`config.mk`:
```
export PLATFORM = sky130hd
export DESIGN_NAME = cmpf_top
export DESIGN_NICKNAME = d
export VERILOG_FILES = /design/src/rtl/cmpf_pkg.sv /design/src/rtl/cmpf_sync.sv /design/src/rtl/cmpf_chan.sv /design/src/rtl/cmpf_top.sv
export VERILOG_INCLUDE_DIRS = /design/src /design/src/rtl
export SDC_FILE = /design/constraint.sdc
export NUM_CORES = 1
export LEC_CHECK = 0
export BUFFER_PORTS_ARGS = -buffer_cell sky130_fd_sc_hd__buf_2
export CORE_MARGIN = 2
export CORE_UTILIZATION = 47
export DETAILED_ROUTE_END_ITERATION = 8
export PLACE_DENSITY = 0.74
export SYNTH_ARGS = -nofsm -noshare
export SYNTH_HDL_FRONTEND = slang
export SYNTH_SLANG_ARGS = --single-unit
export TNS_END_PERCENT = 30
```
`constraint.sdc`:
```
create_clock -name i_clk_sys -period 1.7 [get_ports i_clk_sys]
set_input_delay 0.085 -clock i_clk_sys [delete_from_list [all_inputs] [get_ports i_clk_sys]]
set_output_delay 0.085 -clock i_clk_sys [all_outputs]
set_load 0.03 [all_outputs]
```
`src/rtl/cmpf_consts.svh`:
```
`ifndef CMPF_CONSTS_SVH
`define CMPF_CONSTS_SVH
// Register offsets (byte addresses on the plain port)
`define CMPF_OFS_CFG0 8'h00
`define CMPF_OFS_CFG1 8'h04
`define CMPF_OFS_STAT 8'h08
`define CMPF_OFS_MASK 8'h0c
`define CMPF_OFS_PWR 8'h10
// Configuration register fields
`define CMPF_BIT_EN 0
`define CMPF_BIT_OUTEN 1
`define CMPF_BIT_PSEL 2
`define CMPF_BIT_NSEL 3
`define CMPF_BIT_IEN 4
`define CMPF_BIT_FLAG 5
`define CMPF_BIT_RES 6
// Aux power control: comparator shutdown bit
`define CMPF_BIT_PWROFF 5
// Power mode register fields
`define CMPF_BIT_IDLE 0
`define CMPF_BIT_PD 1
`define CMPF_BIT_TPD 2
// Reset values
`define CMPF_RST_CFG 8'h00
`define CMPF_RST_MASK 8'h00
`define CMPF_RST_PWR 8'h00
// Settling time after enable, ns, and derived cycles at 20 MHz
`define CMPF_SETTLE_NS 10000
`define CMPF_CLK_NS 50
`define CMPF_SETTLE_CYC ((`CMPF_SETTLE_NS + `CMPF_CLK_NS - 1) / `CMPF_CLK_NS)
`endif

```
`src/rtl/cmpf_pkg.sv`:
```
package cmpf_pkg;
    typedef logic [7:0] cmpf_addr_t;
    typedef logic [7:0] cmpf_data_t;
    typedef enum logic [1:0] {
        CMPF_RUN = 2'b00,
        CMPF_IDLE = 2'b01,
        CMPF_PD = 2'b10,
        CMPF_TPD = 2'b11
    } cmpf_pmode_t;
endpackage : cmpf_pkg

```
`src/rtl/cmpf_sync.sv`:
```
`timescale 1ns/1ns
module cmpf_sync (
    // Clock and reset
    input wire logic i_clk_sys,
    input wire logic i_sys_rst,
    // Async level in, synchronised level out
    input wire logic i_async,
    output logic o_sync
);
    logic meta_r;
    logic sync_r;

    // Resets high to match the forced-high idle comparator level
    always_ff @(posedge i_clk_sys) begin
        if (i_sys_rst) begin
            meta_r <= 1'b1;
            sync_r <= 1'b1;
        end else begin
            meta_r <= i_async;
            sync_r <= meta_r;
        end
    end

    assign o_sync = sync_r;
endmodule : cmpf_sync

```
`src/rtl/cmpf_chan.sv`:
```
`timescale 1ns/1ns
`include "cmpf_consts.svh"
module cmpf_chan (
    // Clock and reset
    input wire logic i_clk_sys,
    input wire logic i_sys_rst,
    // Control
    input wire logic i_active,
    input wire logic i_clr,
    // Raw analog result
    input wire logic i_raw,
    // Status
    output logic o_result,
    output logic o_flag,
    output logic o_change
);
    logic sync_s;
    logic prev_r;
    logic flag_r;
    logic change_s;

    cmpf_sync u_sync (
        .i_clk_sys(i_clk_sys),
        .i_sys_rst(i_sys_rst),
        .i_async(i_raw),
        .o_sync(sync_s)
    );

    // Forced high while off, so switching off from low makes an edge
    logic eff_s;
    assign eff_s = i_active ? sync_s : 1'b1;

    always_ff @(posedge i_clk_sys) begin
        if (i_sys_rst) begin
            prev_r <= 1'b1;
        end else begin
            prev_r <= eff_s;
        end
    end

    assign change_s = eff_s != prev_r;

    // Set beats a clearing write in the same cycle
    always_ff @(posedge i_clk_sys) begin
        if (i_sys_rst) begin
            flag_r <= 1'b0;
        end else if (change_s) begin
            flag_r <= 1'b1;
        end else if (i_clr) begin
            flag_r <= 1'b0;
        end
    end

    assign o_result = prev_r;
    assign o_flag = flag_r;
    assign o_change = change_s;

    a_flag_sets: assert property (@(posedge i_clk_sys)
        disable iff (i_sys_rst) change_s |=> flag_r)
        else $error("flag not set after change");
    a_set_wins: assert property (@(posedge i_clk_sys)
        disable iff (i_sys_rst) (change_s && i_clr) |=> flag_r)
        else $error("clear beat a change");
    a_off_high: assert property (@(posedge i_clk_sys)
        disable iff (i_sys_rst) !i_active [*2] |=> o_result)
        else $error("disabled result not high");
    a_flag_holds: assert property (@(posedge i_clk_sys)
        disable iff (i_sys_rst) (flag_r && !i_clr) |=> flag_r)
        else $error("flag dropped without clear");
endmodule : cmpf_chan

```
`src/rtl/cmpf_top.sv`:
```
// What this block does
// - Each result reads one when plus input exceeds minus, is readable and may drive a pin.
// - Plus input is one of two pins, minus input is a pin or the internal reference.
// - Each comparator has a change flag in its config register set on any output change.
// - Flags can be polled and raise an interrupt when that interrupt is enabled and its status mask bit is set.
// - Both comparators share one interrupt line and software reads both flags.
// - A disabled comparator's output is forced high.
// - Forcing a low output high on disable sets the flag and may interrupt.
// - Comparators keep running in idle and power-down and stop in total power-down.
// - In idle or power-down an enabled change wakes the core, and raises the interrupt if its status mask bit is set.
// - Bit 5 of the aux power control register disables both comparators.
//
// Local design decisions: the address-and-strobe port and the placing of the registers.
`timescale 1ns/1ns
`include "cmpf_consts.svh"
module cmpf_top
    import cmpf_pkg::*;
(
    // Clock and reset
    input wire logic i_clk_sys,
    input wire logic i_sys_rst,
    // Register port
    input wire cmpf_pkg::cmpf_addr_t i_addr,
    input wire cmpf_pkg::cmpf_data_t i_wdata,
    input wire logic i_wr,
    input wire logic i_rd,
    output cmpf_pkg::cmpf_data_t o_rdata,
    // Power mode from the core
    input wire cmpf_pkg::cmpf_pmode_t i_pmode,
    // Analog cores
    input wire logic [1:0] i_raw_result,
    output logic [1:0] o_cmp_enable,
    output logic [1:0] o_pos_sel,
    output logic [1:0] o_neg_ref_sel,
    // Pins and events
    output logic [1:0] o_result_pin,
    output logic [1:0] o_result_pin_oe,
    output logic o_irq,
    output logic o_wake
);
    import cmpf_pkg::*;

    logic [7:0] cfg_r [2];
    logic [1:0] mask_r;
    logic [7:0] pwr_r;
    cmpf_data_t rdata_r;
    logic [1:0] result_s;
    logic [1:0] flag_s;
    logic [1:0] change_s;
    logic [1:0] clr_s;
    logic [1:0] active_s;
    logic [1:0] pend_s;
    logic tpd_s;
    logic irq_r;
    logic wake_r;
    logic [1:0] en_r;
    logic [1:0] psel_r;
    logic [1:0] nsel_r;
    logic [1:0] pin_r;
    logic [1:0] pin_oe_r;
    logic [1:0] stat_clr_s;

    function automatic logic hit(input cmpf_addr_t a, input cmpf_addr_t ofs);
        hit = (a == ofs);
    endfunction : hit

    assign tpd_s = (i_pmode == CMPF_TPD);

    // Power gating: aux bit or total power-down stops both cores
    always_comb begin
        for (int i = 0; i < 2; i++) begin
            active_s[i] = cfg_r[i][`CMPF_BIT_EN]
                && !pwr_r[`CMPF_BIT_PWROFF] && !tpd_s;
        end
    end

    genvar g;
    generate
        for (g = 0; g < 2; g++) begin : g_ch
            assign clr_s[g] = stat_clr_s[g] || (i_wr
                && hit(i_addr, g ? `CMPF_OFS_CFG1 : `CMPF_OFS_CFG0)
                && !i_wdata[`CMPF_BIT_FLAG]);
            cmpf_chan u_chan (
                .i_clk_sys(i_clk_sys),
                .i_sys_rst(i_sys_rst),
                .i_active(active_s[g]),
                .i_clr(clr_s[g]),
                .i_raw(i_raw_result[g]),
                .o_result(result_s[g]),
                .o_flag(flag_s[g]),
                .o_change(change_s[g])
            );
        end
    endgenerate

    // Config registers; flag bit lives in the channel, not here
    always_ff @(posedge i_clk_sys) begin
        if (i_sys_rst) begin
            cfg_r[0] <= `CMPF_RST_CFG;
            cfg_r[1] <= `CMPF_RST_CFG;
        end else if (i_wr) begin
            if (hit(i_addr, `CMPF_OFS_CFG0)) begin
                cfg_r[0] <= i_wdata;
            end
            if (hit(i_addr, `CMPF_OFS_CFG1)) begin
                cfg_r[1] <= i_wdata;
            end
        end
    end

    always_ff @(posedge i_clk_sys) begin
        if (i_sys_rst) begin
            mask_r <= 2'h0;
        end else if (i_wr && hit(i_addr, `CMPF_OFS_MASK)) begin
            mask_r <= i_wdata[1:0];
        end
    end

    always_ff @(posedge i_clk_sys) begin
        if (i_sys_rst) begin
            pwr_r <= `CMPF_RST_PWR;
        end else if (i_wr && hit(i_addr, `CMPF_OFS_PWR)) begin
            pwr_r <= i_wdata;
        end
    end

    // Status bit writes one to clear map onto the same flags
    assign stat_clr_s = (i_wr && hit(i_addr, `CMPF_OFS_STAT))
        ? i_wdata[1:0] : 2'h0;

    // Read data one cycle after the strobe; unmapped reads give zero
    always_ff @(posedge i_clk_sys) begin
        if (i_sys_rst) begin
            rdata_r <= 8'h00;
        end else if (i_rd) begin
            unique case (i_addr)
                `CMPF_OFS_CFG0: rdata_r <= {1'b0, result_s[0], flag_s[0],
                    cfg_r[0][4:0]};
                `CMPF_OFS_CFG1: rdata_r <= {1'b0, result_s[1], flag_s[1],
                    cfg_r[1][4:0]};
                `CMPF_OFS_STAT: rdata_r <= {6'h00, flag_s};
                `CMPF_OFS_MASK: rdata_r <= {6'h00, mask_r};
                `CMPF_OFS_PWR: rdata_r <= pwr_r;
                default: rdata_r <= 8'h00;
            endcase
        end else begin
            rdata_r <= 8'h00;
        end
    end

    // Pending: flag, its enable and the status mask
    always_comb begin
        for (int i = 0; i < 2; i++) begin
            pend_s[i] = flag_s[i] && cfg_r[i][`CMPF_BIT_IEN] && mask_r[i];
        end
    end

    // One shared line for both comparators
    always_ff @(posedge i_clk_sys) begin
        if (i_sys_rst) begin
            irq_r <= 1'b0;
        end else begin
            irq_r <= |pend_s;
        end
    end

    // Wake request in idle and power-down. With the oscillator stopped the
    // core's wake logic must also watch o_cmp_enable and i_raw_result; this
    // registered path covers the slow-clock case.
    always_ff @(posedge i_clk_sys) begin
        if (i_sys_rst) begin
            wake_r <= 1'b0;
        end else begin
            wake_r <= ((i_pmode == CMPF_IDLE) || (i_pmode == CMPF_PD))
                && |(pend_s | (change_s & {cfg_r[1][`CMPF_BIT_IEN],
                cfg_r[0][`CMPF_BIT_IEN]}));
        end
    end

    // Analog controls and pin drive, registered for clean outputs
    always_ff @(posedge i_clk_sys) begin
        if (i_sys_rst) begin
            en_r <= 2'h0;
            psel_r <= 2'h0;
            nsel_r <= 2'h0;
            pin_r <= 2'h3;
            pin_oe_r <= 2'h0;
        end else begin
            en_r <= active_s;
            psel_r <= {cfg_r[1][`CMPF_BIT_PSEL], cfg_r[0][`CMPF_BIT_PSEL]};
            nsel_r <= {cfg_r[1][`CMPF_BIT_NSEL],
                cfg_r[0][`CMPF_BIT_NSEL]};
            pin_r <= result_s;
            pin_oe_r <= {cfg_r[1][`CMPF_BIT_OUTEN],
                cfg_r[0][`CMPF_BIT_OUTEN]};
        end
    end

    assign o_rdata = rdata_r;
    assign o_irq = irq_r;
    assign o_wake = wake_r;
    assign o_cmp_enable = en_r;
    assign o_pos_sel = psel_r;
    assign o_neg_ref_sel = nsel_r;
    assign o_result_pin = pin_r;
    assign o_result_pin_oe = pin_oe_r;

    a_irq_follows: assert property (@(posedge i_clk_sys)
        disable iff (i_sys_rst) (|pend_s) |=> o_irq)
        else $error("irq not raised for pending flag");
    a_irq_quiet: assert property (@(posedge i_clk_sys)
        disable iff (i_sys_rst) !(|pend_s) |=> !o_irq)
        else $error("irq raised with nothing pending");
    a_tpd_off: assert property (@(posedge i_clk_sys)
        disable iff (i_sys_rst) tpd_s |=> o_cmp_enable == 2'h0)
        else $error("comparator on in total power-down");
    a_aux_off: assert property (@(posedge i_clk_sys)
        disable iff (i_sys_rst)
        pwr_r[`CMPF_BIT_PWROFF] |=> o_cmp_enable == 2'h0)
        else $error("aux power bit did not stop comparators");
    a_wake_idle: assert property (@(posedge i_clk_sys)
        disable iff (i_sys_rst)
        ((i_pmode == CMPF_IDLE) && (|pend_s)) |=> o_wake)
        else $error("no wake in idle");
    a_wake_pd: assert property (@(posedge i_clk_sys)
        disable iff (i_sys_rst)
        ((i_pmode == CMPF_PD) && (|pend_s)) |=> o_wake)
        else $error("no wake in power-down");
    a_wake_run: assert property (@(posedge i_clk_sys)
        disable iff (i_sys_rst)
        ((i_pmode == CMPF_RUN) || tpd_s) |=> !o_wake)
        else $error("wake outside idle or power-down");
    a_low_power_on: assert property (@(posedge i_clk_sys)
        disable iff (i_sys_rst)
        (cfg_r[0][`CMPF_BIT_EN] && !pwr_r[`CMPF_BIT_PWROFF] && !tpd_s)
        |=> o_cmp_enable[0])
        else $error("enabled comparator stopped");
    a_rd_zero: assert property (@(posedge i_clk_sys)
        disable iff (i_sys_rst) !i_rd |=> o_rdata == 8'h00)
        else $error("read data outside read slot");
    a_rd_stat: assert property (@(posedge i_clk_sys)
        disable iff (i_sys_rst) (i_rd && (i_addr == `CMPF_OFS_STAT))
        |=> o_rdata == {6'h00, $past(flag_s)})
        else $error("status read lost a flag");
    a_stat_clear: assert property (@(posedge i_clk_sys)
        disable iff (i_sys_rst)
        (i_wr && (i_addr == `CMPF_OFS_STAT) && i_wdata[0] && !change_s[0])
        |=> !flag_s[0])
        else $error("status write did not clear flag");
    a_cfg_clear: assert property (@(posedge i_clk_sys)
        disable iff (i_sys_rst)
        (i_wr && (i_addr == `CMPF_OFS_CFG1)
        && !i_wdata[`CMPF_BIT_FLAG] && !change_s[1]) |=> !flag_s[1])
        else $error("config write did not clear flag");
    a_disable_flag: assert property (@(posedge i_clk_sys)
        disable iff (i_sys_rst)
        (!active_s[0] && !result_s[0]) |=> flag_s[0])
        else $error("disable from low did not set flag");
    a_disable_second: assert property (@(posedge i_clk_sys)
        disable iff (i_sys_rst)
        (!active_s[1] && !result_s[1]) |=> flag_s[1])
        else $error("disable from low did not set flag");
    a_pin_follows: assert property (@(posedge i_clk_sys)
        disable iff (i_sys_rst) 1'b1 |=> o_result_pin == $past(result_s))
        else $error("result pin not following result");
    a_neg_sel: assert property (@(posedge i_clk_sys)
        disable iff (i_sys_rst) 1'b1 |=> o_neg_ref_sel == $past(
        {cfg_r[1][`CMPF_BIT_NSEL], cfg_r[0][`CMPF_BIT_NSEL]}))
        else $error("minus select not following config");
endmodule : cmpf_top

```
==> summary.txt <==
Worst setup path
  – R2r endpoint: o_wake$_SDFF_PP0_
  – Crit Path Class: flip-flop to flip-flop
  – Critical Path RT: 1.89 ns
  – Worst path depth: 4
  – CP Capture Point: o_wake$_SDFF_PP0_
  – Critical path capture point type: flip-flop
  – Worst r2r src: pwr_r[5]$_SDFFE_PP0P_
  – CP Buf/Inv Count: 0
  – FF-to-FF setup slack: 0.21 ns
  – CP peak stage delay: 0.38 ns
  – CP Launch Point: pwr_r[5]$_SDFFE_PP0P_
  – Worst R2R Path Depth: 4
  – Maximum fanout along the worst path: 5
  – CP Launch Type: flip-flop
  – Slowest CP cell: nor4b_2
  – Crit-path leading delay family: simple AND/OR/NAND/NOR gates
  – CP Cell Sequence: nor4b_2 > xor2_1 > o221ai_1 > and3_1
  – CP arrival: approximately 1.7 ns

Placed design
  – Port bufs: 43
  – Gpl congestion: roughly 0.83
  – Dpl cells: 267
  – Hpwl dp: a little under 3 mm
  – Setup Slack @ Placement: between 0.03 and 0.04 ns

Timing
  – Fmax: 0.672 GHz
  – Minimum clock period: about 1.5 ns
  – Hold Fails Final Rpt: 0
  – Hold_ws: about 0.024 ns
  – Worst-Margin Slew: around 0.38 ns
  – Fin crit share: 87.5%
  – Final setup viols: 0
  – Setup TNS: 0 ns
  – RSZ-0062 raised after global routing: no
  – Final Max Tran Viols: 0
  – Clk_skew: approximately 0.0050 ns
  – PnR worst setup slack: 0.213 ns
  – Relative slew slack: 74.6%

Floorplanning
  – Core area: 3740 sq um
  – Initial Utilization: about half
  – Die width: ~67 um
  – IO Count: 44
  – Chip height: about 67 um
  – Number of placement rows: 22
  – Die footprint: 4500 sq um

Run status
  – Status: finished, final reports clean

Yosys
  – Number of synthesized flops with an enable pin: 10
  – Simple-Gate Fraction of Synth Area: ~21%
  – Xor and xnor area share after synthesis: less than 1%
  – Register area share after synthesis: 56.8%
  – Post-synthesis mux area share: under 10%
  – Mapped cell area: 1870 sq um
  – #FFs+latches synth: 48
  – Mapped Cells: ~170
  – Top_reg_cell synth: dfxtp_1
  – Post-synthesis area per instance: around 11 sq um
  – Synth Area in Compound Gates: 7.16%
  – Library cells used by synthesis: 36
  – Syn_nets: between 150 and 200
  – Async SR Flop Fraction: 0%
  – Yosys Warn Count: 0
  – Post-Synth Adder-Cell Area: less than 1%
  – Combinational family with the most area after synthesis: simple AND/OR/NAND/NOR gates

Route
  – Residual DRC count: 0
  – DRT Wirelength: 3.78 mm
  – Vias per inst: between 5 and 6
  – Final ANT Viol Nets: 0
  – First-pass iteration count of the detailed router: 4
  – DR WL/cell: ~14 um
  – Total number of vias: ~1400
  – Starting DRT DRC Count: between 70 and 80

Clocking
  – Clock latency at the later pin of the worst-skew pair: about 0.30 ns
  – H-Tree Level Count: 2
  – CTS sink count: 48
  – Num CTS Buffers: 5
  – CTS max path bufs: 2
  – CTS tree: yes
  – Root buf cell: clkbuf_8
  – Clk slew on worst S/H paths: around 0.080 ns

Power and ir drop
  – Lkg Pwr: a little under 1 nW
  – VDD IR-drop max: 0.000577 V
  – Power Density: 909 nW/um^2
  – Total Power: 0.00211 W

Global routing
  – Congestion Overflow GR: 0
  – Vias in the first global route: between 1000 and 1500
  – Largest net degree at the start of global routing: 17
  – Initial antenna violation count: 0
  – GRT Util Overall: between 10% and 20%
  – First-pass GRT wire length: 6.20 mm

Finish
  – Nets: 253
  – Non-Filler Instances: around 280
  – Inserted Diodes: 0
  – Fraction of layout instances using a drive strength above 1: a little over a third
  – Most frequent cells in the layout: 43 x buf_2, 38 x dfxtp_1, 17 x nor2_1
  – Commonest non-fill, non-tap cell in the layout: buf_2
  – Biggest register: cfg_r
  – Layout area overhead: 24.0%
  – Largest register FFs: 10

Run
  – Max Cap Violations: 0

Worst hold path
  – Worst min-delay path class: input port to flip-flop
-- cell usage after synthesis (2+ instances only) --
master	number	share of area [%]
and2_1	7	2.3
or2_2	6	2.0
nor4b_1	3	1.4
o21ai_0	9	2.4
nor2_2	4	1.3
or3_1	2	0.67
inv_1	4	0.80
o31ai_1	2	0.80
a31oi_1	2	0.67
clkbuf_1	5	1.0
nor2_1	17	3.4
nor2b_1	6	2.0
a22oi_1	5	2.0
nor3_1	3	0.80
nor4_1	2	0.67
mux2_2	4	2.4
and3_1	2	0.67
mux2i_1	14	7.5
edfxtp_1	10	16
a21oi_1	3	0.80
nand2_1	9	1.8
nand3b_1	2	0.80
buf_2	2	0.54
xor2_1	2	0.94
dfxtp_1	38	41
-- where the power goes --
part | internal (W) | switching, W | total (W)
logic | 0.0000743 | 0.000100 | 0.000175
clock network | 0.000377 | 0.000352 | 0.000729
registers | 0.00119 | 0.0000139 | 0.00120
total | 0.00164 | 0.000466 | 0.00211
-- area by class of cell --
| cell class | count | area (sq um) |
|---|---|---|
| Timing Repair Buffer | 56 | 318 |
| Clock buffer | 7 | 97.6 |
| Clock inverter | 1 | 5.00 |
| Tap cell | 48 | 60.1 |
| Fill cell | 335 | 1430 |
| Inverter | 4 | 15.0 |
| Multi-Input combinational cell | 113 | 762 |
| Sequential cell | 48 | 1060 |
-- kinds of logic after synthesis --
group	after synthesis
AO/OA/AOI/OAI	22
adder cells (fa/ha/maj)	1
flip-flops	48
multiplexers	18
XOR/XNOR	2
buffers and inverters	13
AND/OR/NAND/NOR	70
-- tightest hold or removal path, delay by kind of cell --
kind	cells	cell delay [ns]
buffers and inverters	1	0.08
AND/OR/NAND/NOR	1	0.07
multiplexers	1	0.05
-- per-layer routing --
metal	vias up	routed length, um	GRT usage, %
met5	-	0	0
met1	651	1680	23.6
li1	708	-	-
met3	5	237	7.26
met2	41	1820	31.4
met4	0	42	5.36
-- stage by stage --
| stage | area (sq um) | utilization (%) |
|---|---|---|
| 2_1_floorplan | 1880 | - |
| 3_3_place_gp | 2190 | 58.5 |
| 3_5_place_dp | 2190 | 58.5 |
| 4_1_cts | 2310 | 61.8 |
| 5_1_grt | 2320 | 61.9 |
| 6_report | 2320 | 61.9 |
-- worst min path at each step --
stage	startpoint	endpoint	depth (start not counted)	slack (ns)
after floorplan	i_raw_result[0]	g_ch[0].u_chan.u_sync.meta_r$_SDFF_PP1_	1	0.19
after global placement	i_raw_result[1]	g_ch[1].u_chan.u_sync.meta_r$_SDFF_PP1_	2	0.27
after detailed placement	i_raw_result[0]	g_ch[0].u_chan.u_sync.meta_r$_SDFF_PP1_	2	0.27
after CTS	i_wdata[7]	pwr_r[7]$_SDFFE_PP0P_	3	0.02
after global routing	i_wdata[7]	pwr_r[7]$_SDFFE_PP0P_	3	0.01
final	i_wdata[7]	pwr_r[7]$_SDFFE_PP0P_	3	0.02
-- what timing repair did --
action                     4_1_cts  5_1_grt
buffers inserted                 0        0
hold endpoints to repair         2        0
setup endpoints to repair        0        1
resized for setup                0        1
hold buffers                     2        0
Note: power is estimated with default switching activity, not from simulation.
